--- config.mk ---
export PLATFORM = sky130hd
export DESIGN_NAME = pcir_regs
export DESIGN_NICKNAME = d
export VERILOG_FILES = /design/src/common/pcir_pkg.sv /design/src/hw/pcir_pump_decode.sv /design/src/hw/pcir_regs.sv
export SDC_FILE = /design/constraint.sdc
export NUM_CORES = 1
export LEC_CHECK = 0
export BUFFER_PORTS_ARGS = -buffer_cell sky130_fd_sc_hd__buf_2
export CAP_MARGIN = 20
export CORE_MARGIN = 10
export CORE_UTILIZATION = 35
export DETAILED_ROUTE_END_ITERATION = 8
export GPL_ROUTABILITY_DRIVEN = 0
export HOLD_SLACK_MARGIN = 0.03
export PLACE_DENSITY = 0.53
export SYNTH_ARGS = -nofsm -noshare
export SYNTH_HDL_FRONTEND = slang
export SYNTH_HIERARCHICAL = 1
export SYNTH_SLANG_ARGS = --single-unit
export TNS_END_PERCENT = 50
--- constraint.sdc ---
create_clock -name CORE_CLK_I -period 2.4 [get_ports CORE_CLK_I]
set_input_delay 0.24 -clock CORE_CLK_I [delete_from_list [all_inputs] [get_ports CORE_CLK_I]]
set_output_delay 0.24 -clock CORE_CLK_I [all_outputs]
set_load 0.005 [all_outputs]
--- src/common/pcir_pkg.sv ---
// pcir_pkg: constants for the clock generator id and pump control registers.
// assumes a serial-port front end on the same clock that issues byte
// accesses with a 10-bit register address.
// ============================================================
// Overview of operation
// 8-bit read-only register returns a fixed variant identifier code.
// readback selector bit 0: 0 reads buffered copies, 1 reads active values.
// 16-bit version tag: low byte lower address, high byte next; both reset 0.
// version tag bytes are storage only and steer nothing.
// polarity bit 7: 0 positive, 1 negative; host keeps 0 with internal VCO.
// pump code bits 6:4 pick 0.6 mA steps, 0.6 mA at 000 up.
// writes to the variant identifier are ignored.
package pcir_pkg;
  localparam int          ADDR_W            = 10;
  localparam int          DATA_W            = 8;
  localparam int          CURR_W            = 6;
  // ==========================================================
  // register offsets
  localparam logic [9:0]  OFS_VARIANT_ID    = 10'h003;
  localparam logic [9:0]  OFS_READBACK_SEL  = 10'h004;
  localparam logic [9:0]  OFS_TAG_LOW       = 10'h005;
  localparam logic [9:0]  OFS_TAG_HIGH      = 10'h006;
  localparam logic [9:0]  OFS_PUMP_CTRL     = 10'h010;
  // ==========================================================
  // field positions
  localparam int          POS_READBACK_SEL  = 0;
  localparam int          POS_SENSE         = 7;
  localparam int          POS_PUMP_CODE_HI  = 6;
  localparam int          POS_PUMP_CODE_LO  = 4;
  // ==========================================================
  // reset values
  localparam logic [7:0]  RST_READBACK_SEL  = 8'h00;
  localparam logic [7:0]  RST_TAG           = 8'h00;
  // positive sense, code 111, normal pump mode, asynchronous power-down
  localparam logic [7:0]  RST_PUMP_CTRL     = 8'h7D;
  localparam logic [7:0]  RD_UNMAPPED       = 8'h00;
  // code 111 after reset: eight steps of 0.6 mA, in 0.1 mA units
  localparam logic [5:0]  RST_PUMP_CURRENT  = 6'h30;
  // pump current is reported in units of 0.1 mA, 6 units per code step
  localparam logic [5:0]  CURR_STEP_UNITS   = 6'h06;
endpackage

--- src/hw/pcir_pump_decode.sv ---
// pcir_pump_decode: maps the 3-bit pump current code to a current figure.
// assumes a registered code input; the output is combinational.
`timescale 1ns/1ps
`default_nettype none
module pcir_pump_decode
  import pcir_pkg::*;
(
  input  wire logic [2:0]  code_i,
  output logic      [5:0]  current_o
);
  // (code + 1) steps of 0.6 mA, in 0.1 mA units: 6 .. 48
  wire logic [5:0] code_plus_one = {3'h0, code_i} + 6'h01;

  assign current_o = 6'(code_plus_one * CURR_STEP_UNITS);
endmodule
`default_nettype wire

--- src/hw/pcir_regs.sv ---
// pcir_regs: variant id, readback select, user version tag and the phase
// detector / pump control register, with buffered and active copies.
// assumes byte accesses from a serial-port engine on CORE_CLK_I; tag and pump
// writes land in the buffer copy and UPDATE_I copies buffers into the active set.
`timescale 1ns/1ps
`default_nettype none
module pcir_regs
  import pcir_pkg::*;
#(
  // arbitrary neutral value, not a real part code
  parameter logic [7:0] VARIANT_CODE = 8'h5A
)
(
  input  wire logic        CORE_CLK_I,
  input  wire logic        RST_N_I,
  input  wire logic [9:0]  ADDR_I,
  input  wire logic [7:0]  WR_DATA_I,
  input  wire logic        WR_EN_I,
  input  wire logic        RD_EN_I,
  input  wire logic        UPDATE_I,
  output logic      [7:0]  RD_DATA_O,
  output logic             RD_VALID_O,
  output logic             SENSE_NEG_O,
  output logic      [2:0]  PUMP_CODE_O,
  output logic      [5:0]  PUMP_CURRENT_O
);
  // ==========================================================
  // storage
  logic [7:0] readback_sel;
  logic [7:0] tag_low_buf;
  logic [7:0] tag_high_buf;
  logic [7:0] pump_buf;
  logic [7:0] tag_low_act;
  logic [7:0] tag_high_act;
  logic [7:0] pump_act;

  // ==========================================================
  // address decode
  wire logic hit_variant = (ADDR_I == OFS_VARIANT_ID);
  wire logic hit_sel     = (ADDR_I == OFS_READBACK_SEL);
  wire logic hit_low     = (ADDR_I == OFS_TAG_LOW);
  wire logic hit_high    = (ADDR_I == OFS_TAG_HIGH);
  wire logic hit_pump    = (ADDR_I == OFS_PUMP_CTRL);
  wire logic read_active = readback_sel[POS_READBACK_SEL];

  // ==========================================================
  // read selection
  wire logic [7:0] low_view  = read_active ? tag_low_act : tag_low_buf;
  wire logic [7:0] high_view = read_active ? tag_high_act : tag_high_buf;
  wire logic [7:0] pump_view = read_active ? pump_act : pump_buf;
  wire logic [7:0] next_rd_data =
    hit_variant ? VARIANT_CODE :
    hit_sel     ? readback_sel :
    hit_low     ? low_view     :
    hit_high    ? high_view    :
    hit_pump    ? pump_view    : RD_UNMAPPED;

  // ==========================================================
  // pump decode from the active copy only
  wire logic [2:0] act_code = pump_act[POS_PUMP_CODE_HI:POS_PUMP_CODE_LO];
  wire logic [5:0] act_current;

  pcir_pump_decode u_decode (
    .code_i    (act_code),
    .current_o (act_current)
  );

  // ==========================================================
  // buffer writes; the variant id has no storage so writes fall away
  always_ff @(posedge CORE_CLK_I or negedge RST_N_I) begin
    if (!RST_N_I) begin
      readback_sel <= RST_READBACK_SEL;
      tag_low_buf  <= RST_TAG;
      tag_high_buf <= RST_TAG;
      pump_buf     <= RST_PUMP_CTRL;
    end else if (WR_EN_I) begin
      // selector acts at once so a host can check what it just wrote
      if (hit_sel) readback_sel <= {7'h00, WR_DATA_I[POS_READBACK_SEL]};
      if (hit_low) tag_low_buf <= WR_DATA_I;
      if (hit_high) tag_high_buf <= WR_DATA_I;
      if (hit_pump) pump_buf <= WR_DATA_I;
    end
  end

  // ==========================================================
  // transfer of buffers into the active set
  always_ff @(posedge CORE_CLK_I or negedge RST_N_I) begin
    if (!RST_N_I) begin
      tag_low_act  <= RST_TAG;
      tag_high_act <= RST_TAG;
      pump_act     <= RST_PUMP_CTRL;
    end else if (UPDATE_I) begin
      tag_low_act  <= tag_low_buf;
      tag_high_act <= tag_high_buf;
      pump_act     <= pump_buf;
    end
  end

  // ==========================================================
  // registered outputs; the tag reaches only RD_DATA_O through reads, never the pump outputs
  always_ff @(posedge CORE_CLK_I or negedge RST_N_I) begin
    if (!RST_N_I) begin
      RD_DATA_O      <= RD_UNMAPPED;
      RD_VALID_O     <= 1'b0;
      SENSE_NEG_O    <= 1'b0;
      PUMP_CODE_O    <= RST_PUMP_CTRL[POS_PUMP_CODE_HI:POS_PUMP_CODE_LO];
      PUMP_CURRENT_O <= RST_PUMP_CURRENT;
    end else begin
      RD_VALID_O     <= RD_EN_I;
      if (RD_EN_I) RD_DATA_O <= next_rd_data;
      SENSE_NEG_O    <= pump_act[POS_SENSE];
      PUMP_CODE_O    <= act_code;
      PUMP_CURRENT_O <= act_current;
    end
  end

  // ==========================================================
  // checks
  variant_read_a: assert property (@(posedge CORE_CLK_I) disable iff (!RST_N_I)
    RD_EN_I && hit_variant |=> RD_DATA_O == VARIANT_CODE)
    else $error("variant identifier read returned wrong code");

  variant_write_a: assert property (@(posedge CORE_CLK_I)
    disable iff (!RST_N_I)
    WR_EN_I && hit_variant ##2 RD_EN_I && hit_variant
      |=> RD_DATA_O == VARIANT_CODE)
    else $error("variant identifier changed by a write");

  readback_buf_a: assert property (@(posedge CORE_CLK_I) disable iff (!RST_N_I)
    RD_EN_I && hit_pump && !read_active |=> RD_DATA_O == $past(pump_buf))
    else $error("buffered readback did not return buffer copy");

  readback_act_a: assert property (@(posedge CORE_CLK_I) disable iff (!RST_N_I)
    RD_EN_I && hit_high && read_active
      |=> RD_DATA_O == $past(tag_high_act))
    else $error("active readback did not return active copy");

  tag_store_a: assert property (@(posedge CORE_CLK_I) disable iff (!RST_N_I)
    WR_EN_I && hit_low ##1 !(WR_EN_I && hit_low)
      ##1 RD_EN_I && hit_low && !read_active && !WR_EN_I
      |=> RD_DATA_O == $past(WR_DATA_I, 3))
    else $error("version tag low byte not stored");

  tag_inert_a: assert property (@(posedge CORE_CLK_I) disable iff (!RST_N_I)
    WR_EN_I && (hit_low || hit_high) && !$past(UPDATE_I) && !UPDATE_I
      |=> ##1 $stable(SENSE_NEG_O) && $stable(PUMP_CURRENT_O))
    else $error("version tag write disturbed pump outputs");

  sense_follow_a: assert property (@(posedge CORE_CLK_I) disable iff (!RST_N_I)
    UPDATE_I |=> ##1 SENSE_NEG_O == $past(pump_buf[POS_SENSE], 2))
    else $error("phase detector sense did not follow update");

  pump_current_a: assert property (@(posedge CORE_CLK_I) disable iff (!RST_N_I)
    PUMP_CURRENT_O == 6'(({3'h0, PUMP_CODE_O} + 6'h01) * 6'h06))
    else $error("pump current figure does not match code");

  // ==========================================================
  // read port handshake
  // every read strobe gets exactly one valid pulse one cycle later
  valid_pulse_a: assert property (@(posedge CORE_CLK_I)
    disable iff (!RST_N_I)
    RD_EN_I |=> RD_VALID_O)
    else $error("read strobe not answered by valid pulse");

  // valid must never appear without a read strobe behind it
  valid_idle_a: assert property (@(posedge CORE_CLK_I)
    disable iff (!RST_N_I)
    !RD_EN_I |=> !RD_VALID_O)
    else $error("valid pulse without read strobe");

  // hosts may sample read data late, so it holds until the next read
  rd_hold_a: assert property (@(posedge CORE_CLK_I) disable iff (!RST_N_I)
    !RD_EN_I |=> $stable(RD_DATA_O))
    else $error("read data changed without a read");

  // holes in the map answer with a fixed pattern, never stale data
  unmapped_read_a: assert property (@(posedge CORE_CLK_I)
    disable iff (!RST_N_I)
    RD_EN_I && !(hit_variant || hit_sel || hit_low || hit_high || hit_pump)
      |=> RD_DATA_O == RD_UNMAPPED)
    else $error("unmapped read returned nonzero data");

  // ==========================================================
  // storage and transfer
  // the selector keeps only its one defined bit
  sel_write_a: assert property (@(posedge CORE_CLK_I) disable iff (!RST_N_I)
    WR_EN_I && hit_sel
      |=> readback_sel == {7'h00, $past(WR_DATA_I[POS_READBACK_SEL])})
    else $error("readback selector not stored");

  // high byte is independent of the low byte
  tag_high_a: assert property (@(posedge CORE_CLK_I) disable iff (!RST_N_I)
    WR_EN_I && hit_high |=> tag_high_buf == $past(WR_DATA_I))
    else $error("version tag high byte not stored");

  // all buffered registers move together on one update
  update_copy_a: assert property (@(posedge CORE_CLK_I)
    disable iff (!RST_N_I)
    UPDATE_I |=> tag_low_act == $past(tag_low_buf)
      && tag_high_act == $past(tag_high_buf)
      && pump_act == $past(pump_buf))
    else $error("update did not copy buffers into active set");

  // buffer writes alone must never leak into the active set
  act_hold_a: assert property (@(posedge CORE_CLK_I) disable iff (!RST_N_I)
    !UPDATE_I |=> $stable(pump_act) && $stable(tag_low_act)
      && $stable(tag_high_act))
    else $error("active set changed without update");

  // ==========================================================
  // pump outputs
  // the code output lags the update by the active copy and output stage
  code_follow_a: assert property (@(posedge CORE_CLK_I)
    disable iff (!RST_N_I)
    UPDATE_I |=> ##1 PUMP_CODE_O
      == $past(pump_buf[POS_PUMP_CODE_HI:POS_PUMP_CODE_LO], 2))
    else $error("pump code did not follow update");

  // the figure spans one to eight steps of 0.6 mA
  current_range_a: assert property (@(posedge CORE_CLK_I)
    disable iff (!RST_N_I)
    PUMP_CURRENT_O >= 6'h06 && PUMP_CURRENT_O <= 6'h30)
    else $error("pump current figure out of range");

  // sense follows only the active copy, never a fresh buffer write
  sense_hold_a: assert property (@(posedge CORE_CLK_I)
    disable iff (!RST_N_I)
    !UPDATE_I ##1 !UPDATE_I |=> $stable(SENSE_NEG_O))
    else $error("phase detector sense changed without update");
endmodule
`default_nettype wire

==> run metrics, run 1 <==
outcome complete, no violations; n_diodes 0; Area after DPL 3530 um2; CP Data Arrival Time 2.38 ns; die width 116 um; first-pass GRT wire length 11100 um; Vias 1960; GR Overflow Total 0; Max FO, Critical Path 7; synth warn 6; Avg Inst Size Synth 13.6 um2; num rows 34; minimum clock period 2.11 ns; worst vdd ir 0.000226 V; final hold slack 0.143 ns; HPWL after DPL 4500 um; worst-margin pin slew 0.653 ns; WS Path Type flop to flop; H-tree Lvls 3; DR iter-0 viols 93; Hold Crit Class primary input to flop; I/O Buffers 41; P&R area growth vs syn 16.3%; commonest non-fill, non-tap cell in the layout dfrtp_1; Worst Path Required 2.67 ns; R2R setup slack 0.29 ns; period utilization 0.879; vias in the first global route 2086; core footprint 8810 um2; Setup Buffers After CTS 0; I/O pin total 42; hold_buf cts 1; drc violations 0; Starting Density 0.363; Final Setup Violations 0; Max-slew headroom 0.565; critical path endpoint category flop; nature of the critical path startpoint flop; Final Hold Vio Count 0; power density of the placed cells 584 nW/um2; post-route setup slack 0.290 ns; r2r endpoint PUMP_CURRENT_O[4]; die area 13400 um2; Setup crit end PUMP_CURRENT_O[4]; RSZ-0062 raised after global routing no; Max Freq 0.474 GHz; Overall Global Routing Usage 0.106; commonest non-fill, non-tap cells in the layout 51 x dfrtp_1, 47 x mux2_2, 41 x buf_2, 17 x dfstp_2, 16 x mux2i_1; Nets 308; DR pass1 iterations 4; Root Driver clkbuf_8; top post-synthesis cells by area dfrtp_1 40%, mux2_2 17%, dfstp_2 14%, mux2i_1 5.0%, mux2_4 3.8%; layout cells sized above 1 0.505; Layout Skew 0.00997 ns; top cell type's share of synthesized area 0.399; EDFF count, synth 0; Routed WL 6790 um; antenna violations before repair 0; Synth Instances 235; largest net degree at the start of global routing 69; deepest clock path buffer count 2; Synth area leader dfrtp_1; Routed wire per std cell 17.2 um; post-synthesis net count 261; CTS tree built; Async SR Flop Fraction 1.00; Clock Sinks 68; MaxCap Viol Count 0; cts repair resizes 0; Die H 116 um; Reg clk slew, reported paths 0.08 ns; post-place setup slack 0.283 ns; sequential-to-total area share from yosys stat 0.539; Post-Synthesis Cell Area 3200 um2; design area 3720 um2; P_leak 1.69 nW; primary flip-flop cell chosen by synthesis mapping dfrtp_1; synthesized flop and latch total 68; final total power 2.17 mW; worst-case reg-to-reg path depth 8; Crit. Startpoint pump_act[4]; post-route ant nets 0; setup TNS 0 ns; reg2reg start pump_act[4]; Synth cell types 47; Clk Latency, worst-skew pair 0.34 ns; cts bufs inserted 9; DR vias/cell 4.96; Max Slew Vio Count 0
[per-layer routing]
| metal | vias to the layer above | wire [um] | track usage |
|---|---|---|---|
| met3 | 9 | 393 | 0.0341 |
| met1 | 963 | 3430 | 0.145 |
| met5 | - | 0 | 0 |
| met2 | 45 | 2870 | 0.155 |
| li1 | 943 | - | - |
| met4 | 0 | 95 | 0.0350 |
[metrics by stage]
stage,instances,util
global route,395,0.423
global placement,378,0.401
finish,395,0.423
CTS,395,0.423
floorplan,235,-
detailed placement,378,0.401
[cell usage after synthesis (2+ instances only)]
master	n
mux2_2	47
mux2_4	8
nor3b_1	3
inv_1	7
dfstp_2	17
buf_2	5
a21oi_1	13
dfrtp_1	51
buf_4	2
a211oi_1	4
nand2b_1	7
mux2i_1	16
o22ai_1	10
nand2_1	5
xnor2_1	3
nand3_1	2
ha_1	3
clkbuf_1	3
[worst max-delay path, cell delays in order (launching register included)]
cell	delay, ns
dfstp_2	0.53
inv_1	0.05
ha_1	0.39
xnor2_1	0.21
xnor2_1	0.14
ha_1	0.25
and4bb_2	0.27
nor3_2	0.12
o211ai_2	0.09
[worst min path at each step]
| stage | from | endpoint | slack (ns) | cells past startpoint |
|---|---|---|---|---|
| after global placement | RST_N_I | tag_high_buf[1] | 0.29 | 2 |
| after global routing | RD_EN_I | RD_VALID_O | 0.14 | 1 |
| final | RD_EN_I | RD_VALID_O | 0.14 | 1 |
| after floorplan | RST_N_I | PUMP_CURRENT_O[0] | -0.06 | 0 |
| after CTS | RD_EN_I | RD_VALID_O | 0.13 | 1 |
| after detailed placement | RST_N_I | tag_high_buf[1] | 0.30 | 2 |
[flip-flops by register name (all words and copies together) (netlist names)]
| name | count |
|---|---|
| tag_high_act | 8 |
| tag_low_buf | 8 |
| pump_act | 8 |
| tag_high_buf | 8 |
| PUMP_CODE_O | 3 |
| readback_sel | 1 |
| tag_low_act | 8 |
| RD_DATA_O | 8 |
| SENSE_NEG_O | 1 |
| RD_VALID_O | 1 |
| pump_buf | 8 |
| PUMP_CURRENT_O | 6 |
[cell families after synthesis]
logic type,synth area share
flops,0.539
buf+inv,0.0317
mux,0.253
simple gates,0.0821
fa+ha+maj,0.0117
other cells,0.00117
compound gates,0.0708
xor+xnor,0.0110
[power by group]
group,internal [mW],leakage (nW),switching (mW),total (mW)
logic,0.0574,0.731,0.0774,0.135
clock network,0.428,0.0884,0.434,0.862
registers,1.17,0.871,0.00958,1.18
[area by class of cell]
class,instances,area [um2]
Fill cell,852,5080
Sequential cell,68,1720
Multi-Input combinational cell,147,1380
Timing Repair Buffer,48,273
Clock buffer,12,155
Tap cell,108,135
Inverter,8,35.0
Clock inverter,4,25.0
Power figures use the tool's default switching activity.
==> run 2, diff against run 1 <==
--- a/config.mk
+++ b/config.mk
@@ -6,7 +6,6 @@
 export NUM_CORES = 1
 export LEC_CHECK = 0
 export BUFFER_PORTS_ARGS = -buffer_cell sky130_fd_sc_hd__buf_2
-export CAP_MARGIN = 20
 export CORE_MARGIN = 10
 export CORE_UTILIZATION = 35
 export DETAILED_ROUTE_END_ITERATION = 8
==> constraint.sdc (replaced) <==
create_clock -name CORE_CLK_I -period 2.4 [get_ports CORE_CLK_I]
set_input_delay 0 -clock CORE_CLK_I [delete_from_list [all_inputs] [get_ports CORE_CLK_I]]
set_output_delay 0 -clock CORE_CLK_I [all_outputs]
set_load 0.005 [all_outputs]
==> run metrics, run 2 (synthesized netlist as in run 1, its figures left out) <==
GR Overflow Total 0 (unchanged); critical path endpoint category flop; period utilization 0.882 (+0.00298); Routed wire per std cell 16.9 um (-1.5%); deepest clock path buffer count 2 (unchanged); cts repair resizes 0 (unchanged); H-tree Lvls 3 (unchanged); largest net degree at the start of global routing 39 (-43%); design area 3870 um2 (+4.0%); commonest non-fill, non-tap cells in the layout 51 x dfrtp_1, 47 x mux2_2, 41 x buf_2, 17 x dfstp_2, 16 x mux2i_1; nature of the critical path startpoint flop; Final Setup Violations 0 (unchanged); P_leak 1.76 nW (+3.8%); MaxCap Viol Count 0 (unchanged); Max-slew headroom 0.509 (-0.0556); Layout Skew 0.0110 ns (+0.00102 ns); minimum clock period 2.12 ns (+0.00714 ns); core footprint 8810 um2 (unchanged); Overall Global Routing Usage 0.110 (+0.00347); die area 13400 um2 (unchanged); power density of the placed cells 606 nW/um2 (+3.7%); CP Data Arrival Time 2.37 ns (about the same); die width 116 um (unchanged); setup TNS 0 ns (unchanged); I/O Buffers 41 (unchanged); Setup Buffers After CTS 0 (unchanged); P&R area growth vs syn 21.0%; Root Driver clkbuf_8; CTS tree built; Area after DPL 3530 um2 (unchanged); Routed WL 6890 um (+1.5%); Clock Sinks 68 (unchanged); layout cells sized above 1 0.478 (-0.0270); Starting Density 0.363 (unchanged); worst vdd ir 0.000352 V (+55%); n_diodes 0 (unchanged); Max FO, Critical Path 7 (unchanged); Vias 2021 (+3.1%); HPWL after DPL 4530 um (+0.73%); DR vias/cell 4.97 (about the same); worst-margin pin slew 0.736 ns (+0.0834 ns); Worst Path Required 2.66 ns (about the same); Final Hold Vio Count 0 (unchanged); Clk Latency, worst-skew pair 0.34 ns (about the same); vias in the first global route 2191 (+5.0%); Max Freq 0.472 GHz (-0.34%); post-route ant nets 0 (unchanged); DR iter-0 viols 76 (-18%); Die H 116 um (unchanged); cts bufs inserted 9 (unchanged); Nets 320 (+3.9%); commonest non-fill, non-tap cell in the layout dfrtp_1; DR pass1 iterations 4 (unchanged); Reg clk slew, reported paths 0.08 ns (about the same); I/O pin total 42 (unchanged); outcome complete, no violations; first-pass GRT wire length 11400 um (+3.4%); antenna violations before repair 0 (unchanged); WS Path Type flop to flop; num rows 34 (unchanged); RSZ-0062 raised after global routing no; drc violations 0 (unchanged); Max Slew Vio Count 0 (unchanged); Hold Crit Class primary input to flop
[run 2: changes by cell type in the layout (fill, tap and decap cells not counted), sizes merged]
cell | before | now
dlygate4sd3 | 1 | 13
clkinvlp | 2 | 0
bufinv | 0 | 2
[run 2: what timing repair did]
item	in CTS	in global routing
hold buffers	13	0
endpoints found under the hold margin	54	0
endpoints found under the setup margin	0	0
[run 2: report_power, final]
part / switching [mW] / internal, mW / total (mW)
registers: 0.00968 / 1.17 / 1.18
logic: 0.0805 / 0.0691 / 0.150
clock network: 0.430 / 0.587 / 1.02
total: 0.521 / 1.82 / 2.35
[run 2: cell type report]
type / instances / area [um2]
inverters: 8 / 35.0
repair buffers: 60 / 393
fillers: 835 / 4940
flip-flops and latches: 68 / 1720
well taps: 108 / 135
clock buffers: 12 / 135
multi-input cells: 147 / 1380
clock inverters: 4 / 73.8
[run 2: per-stage QoR]
stage	utilization	hold slack [ns]	worst slack, ns	instances	total power [mW]
after floorplan	-	-0.296	0.313	235	1.26
after global placement	0.401	0.106	0.345	378	1.34
after detailed placement	0.401	0.113	0.276	378	1.34
after CTS	0.439	0.114	0.264	407	2.38
after global routing	0.439	0.131	0.165	407	2.44
final	0.439	0.124	0.283	407	2.35
[run 2: final timing paths]
| path | startpoint | to | slack, ns | cells past startpoint |
|---|---|---|---|---|
| hold reg to reg | pump_act[7] | SENSE_NEG_O | 0.40 | 0 |
| setup reg to reg | pump_act[4] | PUMP_CURRENT_O[4] | 0.28 | 8 |
| setup / recovery | pump_act[4] | PUMP_CURRENT_O[4] | 0.28 | 8 |
| hold / removal | ADDR_I[4] | readback_sel[0] | 0.12 | 4 |
| max in group asynchronous | RST_N_I | pump_buf[5] | 1.42 | 3 |
| min in group asynchronous | RST_N_I | tag_high_buf[1] | 0.26 | 2 |
[run 2: routing by layer]
metal	vias up	part of all wire	global-route usage
met4	0	0.013	0.0384
met1	999	0.48	0.144
met3	8	0.060	0.0357
li1	968	-	-
met2	46	0.44	0.166
met5	-	0	0
[run 2: worst max-delay path, stage by stage (launching register included)]
cell and delay, ns:
dfstp_2 0.53, inv_1 0.05, ha_1 0.39, xnor2_1 0.20, xnor2_1 0.14, ha_1 0.24
and4bb_2 0.26, nor3_2 0.13, o211ai_2 0.10
==> run 3, diff against run 2 <==
--- a/config.mk
+++ b/config.mk
@@ -10,6 +10,7 @@
 export CORE_UTILIZATION = 35
 export DETAILED_ROUTE_END_ITERATION = 8
 export GPL_ROUTABILITY_DRIVEN = 0
+export GPL_TIMING_DRIVEN = 0
 export HOLD_SLACK_MARGIN = 0.03
 export PLACE_DENSITY = 0.53
 export SYNTH_ARGS = -nofsm -noshare
==> run metrics, run 3 (synthesized netlist as in run 1, its figures left out) <==
Max FO, Critical Path 7 (unchanged); Root Driver clkbuf_8; CP max-delay cell dfstp_2; P_leak 1.76 nW (+0.51%); P&R area growth vs syn 21.4%; outcome complete, no violations; post-route ant nets 0 (unchanged); die width 116 um (unchanged); RSZ-0062 raised after global routing no; Worst Path Required 2.66 ns (about the same); R2R setup slack 0.20 ns (-0.08 ns); H-tree Lvls 3 (unchanged); HPWL after DPL 4750 um (+4.8%); minimum clock period 2.20 ns (+0.0800 ns); Starting Density 0.363 (unchanged); n_diodes 0 (unchanged); Max stage delay on crit path 0.58 ns (+0.05 ns); antenna violations before repair 0 (unchanged); non-filler cells, final 415 (+2.0%); DR iter-0 viols 91 (+20%); commonest non-fill, non-tap cell in the layout dfrtp_1; die area 13400 um2 (unchanged); GR Overflow Total 0 (unchanged); Clk Latency, worst-skew pair 0.34 ns (about the same); cts bufs inserted 9 (unchanged); deepest clock path buffer count 2 (unchanged); worst vdd ir 0.000311 V (-12%); core footprint 8810 um2 (unchanged); drc violations 0 (unchanged); Vias 2078 (+2.8%); DR vias/cell 5.01 (+0.84%); worst-margin pin slew 0.862 ns (+0.125 ns); layout cells sized above 1 0.482 (+0.00382); Nets 328 (+2.5%); nature of the critical path startpoint flop; Die H 116 um (unchanged); I/O pin total 42 (unchanged); first-pass GRT wire length 11700 um (+2.5%); vias in the first global route 2185 (-0.27%); Routed wire per std cell 17.3 um (+2.2%); commonest non-fill, non-tap cells in the layout 51 x dfrtp_1, 47 x mux2_2, 44 x buf_2, 17 x dfstp_2, 16 x mux2i_1; power density of the placed cells 583 nW/um2 (-3.8%); Max Freq 0.455 GHz (-3.6%); Max-slew headroom 0.426 (-0.0835); largest net degree at the start of global routing 69 (+77%); setup TNS 0 ns (unchanged); Routed WL 7190 um (+4.2%); MaxCap Viol Count 0 (unchanged); cts repair resizes 0 (unchanged); crit-path cells inv_1, ha_1, xnor2_1, xnor2_1, ha_1, and4bb_2, nor3_2, o211ai_2; Max Slew Vio Count 0 (unchanged); I/O Buffers 40 (-2.4%); num rows 34 (unchanged); Clock Sinks 68 (unchanged); Reg clk slew, reported paths 0.07 ns (about the same); period utilization 0.915 (+0.0333); Fillers 824 (-1.3%); WS Path Type flop to flop; CTS tree built; DR pass1 iterations 4 (unchanged); Overall Global Routing Usage 0.112 (+0.00193); critical path endpoint category flop; Hold Crit Class primary input to flop; Layout Skew 0.00879 ns (-0.00220 ns); Post-Place Cells 383 (+1.3%); Final Setup Violations 0 (unchanged); CP Data Arrival Time 2.46 ns (+0.09 ns); Final Hold Vio Count 0 (unchanged)
[run 3: routing by layer]
layer  vias to the layer above  global-route usage  wire length (um)  part of all wire
met4                         0              0.0350                57            0.0079
li1                        986                   -                 -                 -
met3                         7              0.0362               469             0.065
met2                        45               0.163              3110              0.43
met5                         -                   0                 0                 0
met1                      1040               0.153              3550              0.49
[run 3: final cells by class]
cell class	instances	area, um2	share of cell area
Tap cell	108	135	0.0348
Clock inverter	4	50.0	0.0129
Multi-Input combinational cell	147	1380	0.354
Timing Repair Buffer	56	355	0.0915
Clock buffer	12	145	0.0374
Inverter	8	35.0	0.00902
Sequential cell	68	1720	0.443
Buffer	12	66.3	0.0171
[run 3: metrics by stage]
stage	instance area, um2	total power [mW]	hold WS, ns	worst slack (ns)	utilization
floorplan	3200	1.26	-0.296	0.313	-
global placement	3530	1.34	0.123	0.125	0.401
detailed placement	3540	1.34	0.124	0.115	0.402
CTS	3860	2.30	0.103	0.0997	0.439
global route	3880	2.37	0.119	0.0321	0.441
finish	3880	2.26	0.112	0.203	0.441
[run 3: path summary, 6_finish.rpt]
check,start,to,cells past startpoint
min in group asynchronous,RST_N_I,tag_high_act[1],2
setup reg to reg,pump_act[4],PUMP_CURRENT_O[4],8
max in group asynchronous,RST_N_I,PUMP_CURRENT_O[1],2
hold / removal,ADDR_I[4],RD_DATA_O[5],3
setup / recovery,pump_act[4],PUMP_CURRENT_O[4],8
hold reg to reg,pump_act[7],SENSE_NEG_O,0
[run 3: power breakdown]
group / leakage [nW] / internal (mW) / switching (mW) / total, mW
Combinational: 0.801 / 0.0691 / 0.0812 / 0.150
Sequential: 0.871 / 1.17 / 0.00978 / 1.18
Clock: 0.0926 / 0.508 / 0.428 / 0.936
[run 3: critical path, delay by kind of cell (launching register included)]
kind | cells | cell delay, ns
buffers and inverters | 1 | 0.07
adders and majority gates | 2 | 0.64
DFF | 1 | 0.58
xor gates and xnor gates | 2 | 0.34
AOI/OAI and AO/OA | 1 | 0.10
and+or+nand+nor | 2 | 0.40
[run 3: timing repair]
item	in CTS	in global routing
endpoints found under the setup margin	0	1
hold buffers	13	0
setup buffers	0	3
hold endpoints to repair	78	0
